File: src/host_port_map.vh
/*
 * constants for the byte-wide host register port: bus widths,
 * the small register window reached through the port, and reset values.
 * assumes it is included by its bare name from the design files.
 */
`ifndef HOST_PORT_MAP_VH
`define HOST_PORT_MAP_VH

// ****************************************
// widths
// ****************************************
`define HP_DATA_W 8
`define HP_ADDR_W 9

// ****************************************
// register window
// ****************************************
`define HP_CFG_WORDS 256
`define HP_CFG_IDX_W 8
`define HP_ADDR_IRQ_STAT 9'h100
`define HP_ADDR_IRQ_MASK 9'h101
`define HP_ADDR_TX_FIFO 9'h102
`define HP_ADDR_RX_FIFO 9'h103
`define HP_ADDR_FIFO_STAT 9'h104
`define HP_BYTE_RST 8'h00
`define HP_READ_UNMAPPED 8'h00

// ****************************************
// irq status bits
// ****************************************
`define HP_IRQ_TX_DONE 0
`define HP_IRQ_RX_AVAIL 1
`define HP_IRQ_EXT 2

// ****************************************
// data status bits
// ****************************************
`define HP_STAT_TX_BUSY 0
`define HP_STAT_RX_FULL 1

`endif

File: src/strobe_sync.v
/*
 * two-flop synchroniser for one host control line plus an edge flag.
 * assumes the line is stable for at least two clock edges per level.
 */
`timescale 1ns/1ps
`default_nettype none
module strobe_sync #(
  parameter RESET_LEVEL = 1'b1
) (
  // clock and reset
  input wire ref_clk,
  input wire nrst,
  // line
  input wire line_in,
  output wire line_sync,
  output wire fell
);
  reg meta_q;
  reg sync_q;
  reg prev_q;

  always @(posedge ref_clk or negedge nrst) begin
    if (!nrst) begin
      meta_q <= RESET_LEVEL;
      sync_q <= RESET_LEVEL;
      prev_q <= RESET_LEVEL;
    end else begin
      meta_q <= line_in;
      sync_q <= meta_q;
      prev_q <= sync_q;
    end
  end

  assign line_sync = sync_q;
  assign fell = prev_q & ~sync_q;
endmodule
`default_nettype wire

File: src/byte_host_register_port.v
/*
 * byte-wide host port: synchronises select and strobes, performs one write
 * per write assertion, drives read data, holds a config byte array, an irq
 * status/mask pair and a one-byte data path each way to the packet engine.
 * assumes ref_clk is the device clock and the host holds each strobe level
 * for at least three ref_clk periods.
 */
`timescale 1ns/1ps
`default_nettype none
`include "host_port_map.vh"
module byte_host_register_port #(
  parameter DATA_W = `HP_DATA_W,
  parameter ADDR_W = `HP_ADDR_W
) (
  // clock and reset
  input wire ref_clk,
  input wire nrst,
  // host pins
  input wire [ADDR_W-1:0] host_addr_bus,
  input wire [DATA_W-1:0] host_data_bus_in,
  output reg [DATA_W-1:0] host_data_bus_out,
  output wire host_data_bus_oe,
  input wire host_select_n,
  input wire host_write_strobe_n,
  input wire host_read_strobe_n,
  output wire host_irq_n_out,
  output wire host_irq_n_oe,
  // packet data path clocked on ref_clk, towards the link engine
  output reg [DATA_W-1:0] tx_byte,
  output reg tx_valid,
  input wire tx_ready,
  input wire [DATA_W-1:0] rx_byte,
  input wire rx_valid,
  output wire rx_ready,
  // other interrupt sources inside the device
  input wire ext_irq
);
  // ****************************************
  // synchronisers
  // ****************************************
  wire sel_s;
  wire wr_s;
  wire rd_s;
  wire wr_fell;

  strobe_sync #(.RESET_LEVEL(1'b1)) u_sel (
    .ref_clk(ref_clk), .nrst(nrst), .line_in(host_select_n),
    .line_sync(sel_s), .fell()
  );
  strobe_sync #(.RESET_LEVEL(1'b1)) u_wr (
    .ref_clk(ref_clk), .nrst(nrst), .line_in(host_write_strobe_n),
    .line_sync(wr_s), .fell(wr_fell)
  );
  strobe_sync #(.RESET_LEVEL(1'b1)) u_rd (
    .ref_clk(ref_clk), .nrst(nrst), .line_in(host_read_strobe_n),
    .line_sync(rd_s), .fell()
  );

  // ****************************************
  // access decode
  // ****************************************
  // address and data are sampled after the strobe has passed the
  // synchroniser, so the host must hold them for the whole strobe
  wire wr_pulse = wr_fell & ~sel_s;
  // write wins whenever both strobes are low
  wire rd_active = ~sel_s & ~rd_s & wr_s;

  function is_addr;
    input [ADDR_W-1:0] a;
    input [ADDR_W-1:0] b;
    begin
      is_addr = (a == b);
    end
  endfunction

  wire in_cfg = ~host_addr_bus[ADDR_W-1];
  wire [`HP_CFG_IDX_W-1:0] cfg_idx = host_addr_bus[`HP_CFG_IDX_W-1:0];

  // ****************************************
  // registers
  // ****************************************
  reg [DATA_W-1:0] cfg_mem [0:`HP_CFG_WORDS-1];
  reg [DATA_W-1:0] irq_stat_q;
  reg [DATA_W-1:0] irq_mask_q;
  reg [DATA_W-1:0] rx_hold_q;
  reg rx_full_q;
  reg rd_prev_q;
  reg tx_valid_prev_q;
  integer i;

  wire rx_take = rx_valid & ~rx_full_q;
  wire rd_start = rd_active & ~rd_prev_q;
  wire rx_pop = rd_start & is_addr(host_addr_bus, `HP_ADDR_RX_FIFO);
  // a hand-off is reported when valid drops, so a ready held high
  // still flags each byte exactly once
  wire tx_done = tx_valid_prev_q & ~tx_valid;
  assign rx_ready = ~rx_full_q;

  reg [DATA_W-1:0] irq_set_d;
  always @* begin
    irq_set_d = {DATA_W{1'b0}};
    irq_set_d[`HP_IRQ_TX_DONE] = tx_done;
    irq_set_d[`HP_IRQ_RX_AVAIL] = rx_take;
    irq_set_d[`HP_IRQ_EXT] = ext_irq;
  end

  reg [DATA_W-1:0] fifo_stat_d;
  always @* begin
    fifo_stat_d = {DATA_W{1'b0}};
    fifo_stat_d[`HP_STAT_TX_BUSY] = tx_valid;
    fifo_stat_d[`HP_STAT_RX_FULL] = rx_full_q;
  end

  // ****************************************
  // access tracking
  // ****************************************
  // rd_prev_q marks the first cycle of a read, so a receive pop happens
  // once per read however long the host holds the strobe
  always @(posedge ref_clk or negedge nrst) begin
    if (!nrst) begin
      rd_prev_q <= 1'b0;
      tx_valid_prev_q <= 1'b0;
    end else begin
      rd_prev_q <= rd_active;
      tx_valid_prev_q <= tx_valid;
    end
  end

  // ****************************************
  // config byte array
  // ****************************************
  // cleared by reset like every other register; the price is that the
  // array sits in flops instead of a ram macro
  always @(posedge ref_clk or negedge nrst) begin
    if (!nrst) begin
      for (i = 0; i < `HP_CFG_WORDS; i = i + 1) begin
        cfg_mem[i] <= `HP_BYTE_RST;
      end
    end else if (wr_pulse && in_cfg) begin
      cfg_mem[cfg_idx] <= host_data_bus_in;
    end
  end

  // ****************************************
  // interrupt status and mask
  // ****************************************
  always @(posedge ref_clk or negedge nrst) begin
    if (!nrst) begin
      irq_stat_q <= `HP_BYTE_RST;
      irq_mask_q <= `HP_BYTE_RST;
    end else begin
      if (wr_pulse && is_addr(host_addr_bus, `HP_ADDR_IRQ_MASK)) begin
        irq_mask_q <= host_data_bus_in;
      end
      // write-one-to-clear; a new event in the same cycle stays set
      if (wr_pulse && is_addr(host_addr_bus, `HP_ADDR_IRQ_STAT)) begin
        irq_stat_q <= (irq_stat_q & ~host_data_bus_in) | irq_set_d;
      end else begin
        irq_stat_q <= irq_stat_q | irq_set_d;
      end
    end
  end

  // ****************************************
  // packet data path
  // ****************************************
  // one-byte hand-off to the packet engine; a write while busy is dropped
  // rather than stalled, since the host has no wait line on this port
  always @(posedge ref_clk or negedge nrst) begin
    if (!nrst) begin
      tx_byte <= `HP_BYTE_RST;
      tx_valid <= 1'b0;
    end else if (wr_pulse && is_addr(host_addr_bus, `HP_ADDR_TX_FIFO) && !tx_valid) begin
      tx_byte <= host_data_bus_in;
      tx_valid <= 1'b1;
    end else if (tx_ready) begin
      tx_valid <= 1'b0;
    end
  end

  // a captured byte holds the engine off until read; capture beats a pop
  // in the same cycle, which can only meet an empty holder anyway
  always @(posedge ref_clk or negedge nrst) begin
    if (!nrst) begin
      rx_hold_q <= `HP_BYTE_RST;
      rx_full_q <= 1'b0;
    end else if (rx_take) begin
      rx_hold_q <= rx_byte;
      rx_full_q <= 1'b1;
    end else if (rx_pop) begin
      rx_full_q <= 1'b0;
    end
  end

  // ****************************************
  // read data and pins
  // ****************************************
  always @(posedge ref_clk or negedge nrst) begin
    if (!nrst) begin
      host_data_bus_out <= `HP_BYTE_RST;
    end else if (in_cfg) begin
      host_data_bus_out <= cfg_mem[cfg_idx];
    end else if (is_addr(host_addr_bus, `HP_ADDR_IRQ_STAT)) begin
      host_data_bus_out <= irq_stat_q;
    end else if (is_addr(host_addr_bus, `HP_ADDR_IRQ_MASK)) begin
      host_data_bus_out <= irq_mask_q;
    end else if (is_addr(host_addr_bus, `HP_ADDR_TX_FIFO)) begin
      host_data_bus_out <= tx_byte;
    end else if (is_addr(host_addr_bus, `HP_ADDR_RX_FIFO)) begin
      host_data_bus_out <= rx_hold_q;
    end else if (is_addr(host_addr_bus, `HP_ADDR_FIFO_STAT)) begin
      host_data_bus_out <= fifo_stat_d;
    end else begin
      host_data_bus_out <= `HP_READ_UNMAPPED;
    end
  end

  // enable follows the synchronised read, data lags it by nothing extra
  // since the data register tracks the address every cycle
  assign host_data_bus_oe = rd_active;
  assign host_irq_n_out = 1'b0;
  assign host_irq_n_oe = |(irq_stat_q & irq_mask_q);
endmodule
`default_nettype wire

File: config.mk
export PLATFORM = sky130hd
export DESIGN_NAME = byte_host_register_port
export DESIGN_NICKNAME = d
export VERILOG_FILES = /design/src/strobe_sync.v /design/src/byte_host_register_port.v
export VERILOG_INCLUDE_DIRS = /design/src
export SDC_FILE = /design/constraint.sdc
export NUM_CORES = 2
export LEC_CHECK = 0
export BUFFER_PORTS_ARGS = -buffer_cell sky130_fd_sc_hd__buf_2
export CORE_ASPECT_RATIO = 2
export CORE_MARGIN = 4
export CORE_UTILIZATION = 45
export DETAILED_ROUTE_END_ITERATION = 10
export PLACE_DENSITY = 0.71
export SYNTH_ARGS = -nofsm -noshare
export SYNTH_HDL_FRONTEND = slang
export SYNTH_SLANG_ARGS = --single-unit
File: constraint.sdc
create_clock -name ref_clk -period 4.8 [get_ports ref_clk]
set_clock_uncertainty 0.15 [all_clocks]
set_input_delay 1.44 -clock ref_clk [delete_from_list [all_inputs] [get_ports ref_clk]]
set_output_delay 1.44 -clock ref_clk [all_outputs]
set_load 0.1 [all_outputs]
Word-level counts from Yosys, hierarchy flattened
Index checks and enable logic that the tools add are counted.
- register bits after elaboration: 2099
- magnitude comparators: 2
- equal/unequal tests: 5
- multiplexer cells: 17
- bitwise logic cells: 21
- reductions and logical operators: 10
- operator list (operator ; count):
    $bwmux W2048 ; 1
    $mux W8 ; 9
    $bmux W8 S8 ; 1
    $demux W8 S8 ; 1
    $eq A9 B9 Y1 const B ; 5
    $and A8 B8 Y8 ; 2
    $or A8 B3 Y8 ; 2
    $ge A9 B9 Y1 const B ; 1
    $lt A9 B1 Y1 const B ; 1
    $not A8 Y9 ; 1
    $and A1 B1 Y1 ; 8
    $not A8 Y8 ; 1
    $reduce_or A8 Y1 ; 1
    $not A1 Y1 ; 7
    $logic_and A1 B1 Y1 ; 6
    $mux W1 ; 4
    $reduce_bool A2 Y1 ; 2
    $mux W2 ; 1
    $logic_not A1 Y1 ; 1

Longest topological paths before layout
- word-level depth: 7
- gate-level depth with buffers: 13
- mapped depth without buffers: 7

Hierarchy
Synthesis repeated with hierarchy kept, for this count alone.
- cell total of the unflattened synthesis: 6189
- area, all modules: 95868.2 sq um
- modules (own cells, without submodules) (module ; times used ; cells each ; area an instance (sq um) ; seq. area each (sq um)):
    byte_host_register_port ; 1 ; 6177 ; 95590.4 ; 52350.2
    strobe_sync ; 3 ; 4 ; 92.6 ; 78.8

Worst setup path before layout
OpenSTA, ideal clock, no wires.
- kind: reg-to-output
- start point: register u_wr.sync_q (netlist: u_wr.line_sync)
- end point: output host_data_bus_oe
- data arrival time: 2811 ps
- data required time: 3210 ps
- path slack: 399 ps
- cell stages (with the launch flop): 2
- path through: dfstp_2 nor3b_1
- cells in the longest elaborated chain, start to end: 1
- ends and longest elaborated chain (what ; RTL line ; text):
    from (decl) ; strobe_sync.v:19 ; reg sync_q;
    from (signal assigned) ; strobe_sync.v:29 ; sync_q <= meta_q;
    $and A1 B1 Y1 ; byte_host_register_port.v:66 ; wire rd_active = ~sel_s & ~rd_s & wr_s;
    to (decl) ; byte_host_register_port.v:22 ; output wire host_data_bus_oe,
Every way passes these cells.

Worst setup path in the final report
- start point: input host_addr_bus[0]
- end point: register host_data_bus_out[5]
- cells in the longest elaborated chain, start to end: 6
- ends and longest elaborated chain (what ; RTL line ; text):
    from (decl) ; byte_host_register_port.v:19 ; input wire [ADDR_W-1:0] host_addr_bus,
    parallel branches: the longest is 5 deep, another holds $not A8 Y9 ; -- ;
    $mux W8 * ; byte_host_register_port.v:201 ; end else if (in_cfg) begin
    to (signal assigned) ; byte_host_register_port.v:202 ; host_data_bus_out <= cfg_mem[cfg_idx];
    to (signal assigned) ; byte_host_register_port.v:204 ; host_data_bus_out <= irq_stat_q;
    to (signal assigned) ; byte_host_register_port.v:206 ; host_data_bus_out <= irq_mask_q;
    to (decl) ; byte_host_register_port.v:21 ; output reg [DATA_W-1:0] host_data_bus_out,
Every way passes the cells marked *. The select of a mux whose other input is x is not followed.
A chain may end at the register's enable or synchronous reset.

==> run metrics <==
post-cts resize count=0; H-tree depth=4; Reg clk slew, reported paths=0.07 ns; Max stage delay on crit path=0.90 ns; main flop type after synthesis=dfrtp_1; WL per Instance=31.0 µm; grt total ovfl=0; setup-violating endpoint count in the final report=0; worst min path class=reg2reg; RePlAce Congestion=0.954; final hold vios=0; CTS Sinks=2,099; layout cell share with drive strength beyond 1=between 50 and 60%; WP data arrival=a little over 5 ns; Tcrit/Tclk final=between 90% and 100%; die area=220,000 µm²; Synth Net Count=6,123; post-synthesis instance area=95,600 µm²; first-pass GRT wire length=422,000 µm; Post-CTS Setup Inserts=0; DR DRC count=0; Setup Crit Path Kind=in2reg; crit start category=primary input; Core ar.=212,000 µm²; die width=between 300 and 400 µm; Cells after Synth=6,090; relative slew slack=15.4%; Yosys Warn Count=0; syn avg cell area=15.7 µm²; CP max FO=16; Area Overhead vs Synth=11.9%; setup tns final=0 ns; Lkg Pwr=52.0 nW; Routed WL=284,000 µm; CTS tree=built; Tot Pwr=around 35 mW; initial drt markers=3,986; IO Pins=54; EDFF count, synth=0; IO buf count=52; worst vdd ir=0.233 mV; Period minus WS final=4.51 ns; Fmax=0.222 GHz; Crit. Startpoint=host_addr_bus[0]; Initial Util=a little under half; Seq cells post-synth=2,099; Crit path top cell by count=buf_4; critical path endpoint category=flip-flop; asr flop ratio synth=between 90% and 100%; gr usage total=25.8%; chip height=660 µm; status=completed; post-DP HPWL=195,000 µm; initial antenna violation count=13; clk buf depth=4; Worst Path Required=about 5.4 ns; RSZ-0062 raised after global routing=false; Num CTS Buffers=~180; Hold WS=0.207 ns; number of global-route vias before repair=~62,000; vias per cell=~6.2; power per cell area=329 nW/µm²; largest net degree at the start of global routing=between 150 and 200; dpl cell area=101,000 µm²; min-delay src=u_rd.meta_q; worst path cell trace=buf_8, buf_12, buf_4, mux4_2, mux4_2, nand2_1, o311ai_0, buf_4, nor4bb_2, buf_4, a211oi_1; # nets final=6,288; Hold-fix buffers, CTS=0; via count=about 57,000; R2R Path Start=u_wr.prev_q; worst skew pair latency=~0.85 ns; Slew Limit Fails=0; Rows=239; Pre-Repair DR Iteration Count=7; Distinct cells, synth=75; post-route antenna net violation count=0; Max-cap violations=0; sequential area share after synthesis=~55%; slowest CP cell=nor4bb_2; Root Driver=clkbuf_16; post-route cell area=107,000 µm²; worst-margin pin slew=roughly 1.3 ns
cell usage after synthesis (4+ instances only):
cell | count | share of area [%]
dfrtp_1 | 2092 | 55
mux2_2 | 2056 | 24
mux4_2 | 502 | 12
clkbuf_1 | 300 | 1.2
nand2_1 | 249 | 0.98
a22oi_1 | 110 | 0.86
mux2i_1 | 90 | 0.94
buf_2 | 85 | 0.45
a21oi_1 | 53 | 0.28
nor2_1 | 52 | 0.20
buf_4 | 43 | 0.34
o22ai_1 | 33 | 0.22
buf_6 | 30 | 0.35
nand2_2 | 30 | 0.20
nand3_1 | 29 | 0.15
o21ai_0 | 28 | 0.15
a22o_1 | 26 | 0.24
mux2_1 | 24 | 0.28
a221oi_1 | 21 | 0.19
nor3_1 | 19 | 0.099
nor2b_1 | 16 | 0.10
a211oi_1 | 14 | 0.11
a31oi_1 | 12 | 0.079
nor2_2 | 11 | 0.072
nor3_2 | 11 | 0.12
nand2b_1 | 10 | 0.065
nor3_4 | 9 | 0.15
inv_1 | 8 | 0.031
nor4_1 | 8 | 0.052
buf_1 | 7 | 0.027
dfstp_2 | 7 | 0.19
or2_2 | 7 | 0.046
nand4_1 | 6 | 0.039
a21boi_0 | 5 | 0.039
mux4_1 | 5 | 0.14
nand3b_1 | 5 | 0.039
buf_12 | 4 | 0.084
nor4_4 | 4 | 0.089
o2111ai_1 | 4 | 0.037
o211ai_1 | 4 | 0.031
o21ai_1 | 4 | 0.021
layer usage:
layer | track usage (%) | wire length (µm) | up-vias
li1 | - | - | 23161
met1 | 28.3 | 97700 | 30902
met2 | 44.9 | 144000 | 1863
met3 | 3.98 | 15200 | 899
met4 | 19.9 | 27300 | 8
met5 | 0 | 53 | -
path summary, 6_finish.rpt:
path | slack, ns | depth (start not counted) | to
worst max register to register | 0.85 | 7 | cfg_mem[1991]
min in group asynchronous | 0.36 | 1 | cfg_mem[16]
max in group asynchronous | 2.72 | 3 | cfg_mem[1529]
worst min register to register | 0.21 | 0 | u_rd.line_sync
worst max-delay path | 0.29 | 11 | host_data_bus_out[5]
worst min-delay path | 0.21 | 0 | u_rd.line_sync
critical path: cells and delay by family:
family | cells | cell delay [ns]
simple gates | 2 | 1.18
buf+inv | 5 | 1.13
mux | 2 | 1.02
compound gates | 2 | 0.24
sequential cells by signal (all words and copies together) (netlist names), 8 cells and up:
register,count
host_data_bus_out,8
irq_stat_q,8
tx_byte,8
rx_hold_q,8
irq_mask_q,8
cfg_mem,2048
report_power, final:
group | internal (mW) | total [mW] | switching (mW)
clock network | 8.40 | 15.1 | 6.71
logic | 0.631 | 2.15 | 1.52
registers | 17.8 | 17.9 | 0.0838
final cells by class:
class / count / area [µm²]
Fill cell: 17572 / 105000
Sequential cell: 2099 / 52500
Multi-Input combinational cell: 3513 / 40800
Clock buffer: 257 / 5310
Timing Repair Buffer: 449 / 4200
Tap cell: 2771 / 3470
Clock inverter: 59 / 646
Inverter: 9 / 33.8
Antenna cell: 4 / 10.0
placed cells by master (no fill, tap or decap), types with 17 or more instances in the layout:
| cell type | netlist | routed |
|---|---|---|
| a21oi_1 | 53 | 53 |
| a221oi_1 | 21 | 21 |
| a22o_1 | 26 | 26 |
| a22oi_1 | 110 | 110 |
| buf_12 | 4 | 68 |
| buf_2 | 85 | 39 |
| buf_4 | 43 | 331 |
| clkbuf_1 | 300 | 32 |
| clkbuf_16 | 0 | 186 |
| clkbuf_8 | 0 | 48 |
| clkinv_2 | 0 | 41 |
| dfrtp_1 | 2092 | 2092 |
| mux2_1 | 24 | 24 |
| mux2_2 | 2056 | 2056 |
| mux2i_1 | 90 | 90 |
| mux4_2 | 502 | 502 |
| nand2_1 | 249 | 249 |
| nand2_2 | 30 | 30 |
| nand3_1 | 29 | 29 |
| nor2_1 | 52 | 40 |
| nor2_2 | 11 | 17 |
| nor3_1 | 19 | 19 |
| o21ai_0 | 28 | 28 |
| o22ai_1 | 33 | 33 |
cells by family (layout without fill, tap and decap cells):
kind of cell           after synthesis  count (layout)  synth area share (%)
muxes                             2677            2677                  37.4
DFF                               2099            2099                  55.0
and+or+nand+nor                    486             486                  2.59
buffers and inverters              478             774                  2.46
AOI/OAI and AO/OA                  349             349                  2.58
other                                1               5               0.00392
stage by stage:
stage | setup slack (ns) | util, % | std cells
after detailed placement | -0.367 | 47.7 | 8841
after CTS | 0.534 | 50.5 | 9157
after floorplan | 0.399 | - | 6090
after global routing | 0.291 | 50.5 | 9159
final | 0.289 | 50.5 | 9161
after global placement | -0.368 | 47.7 | 8841
Note: power is estimated with default switching activity, not from simulation.
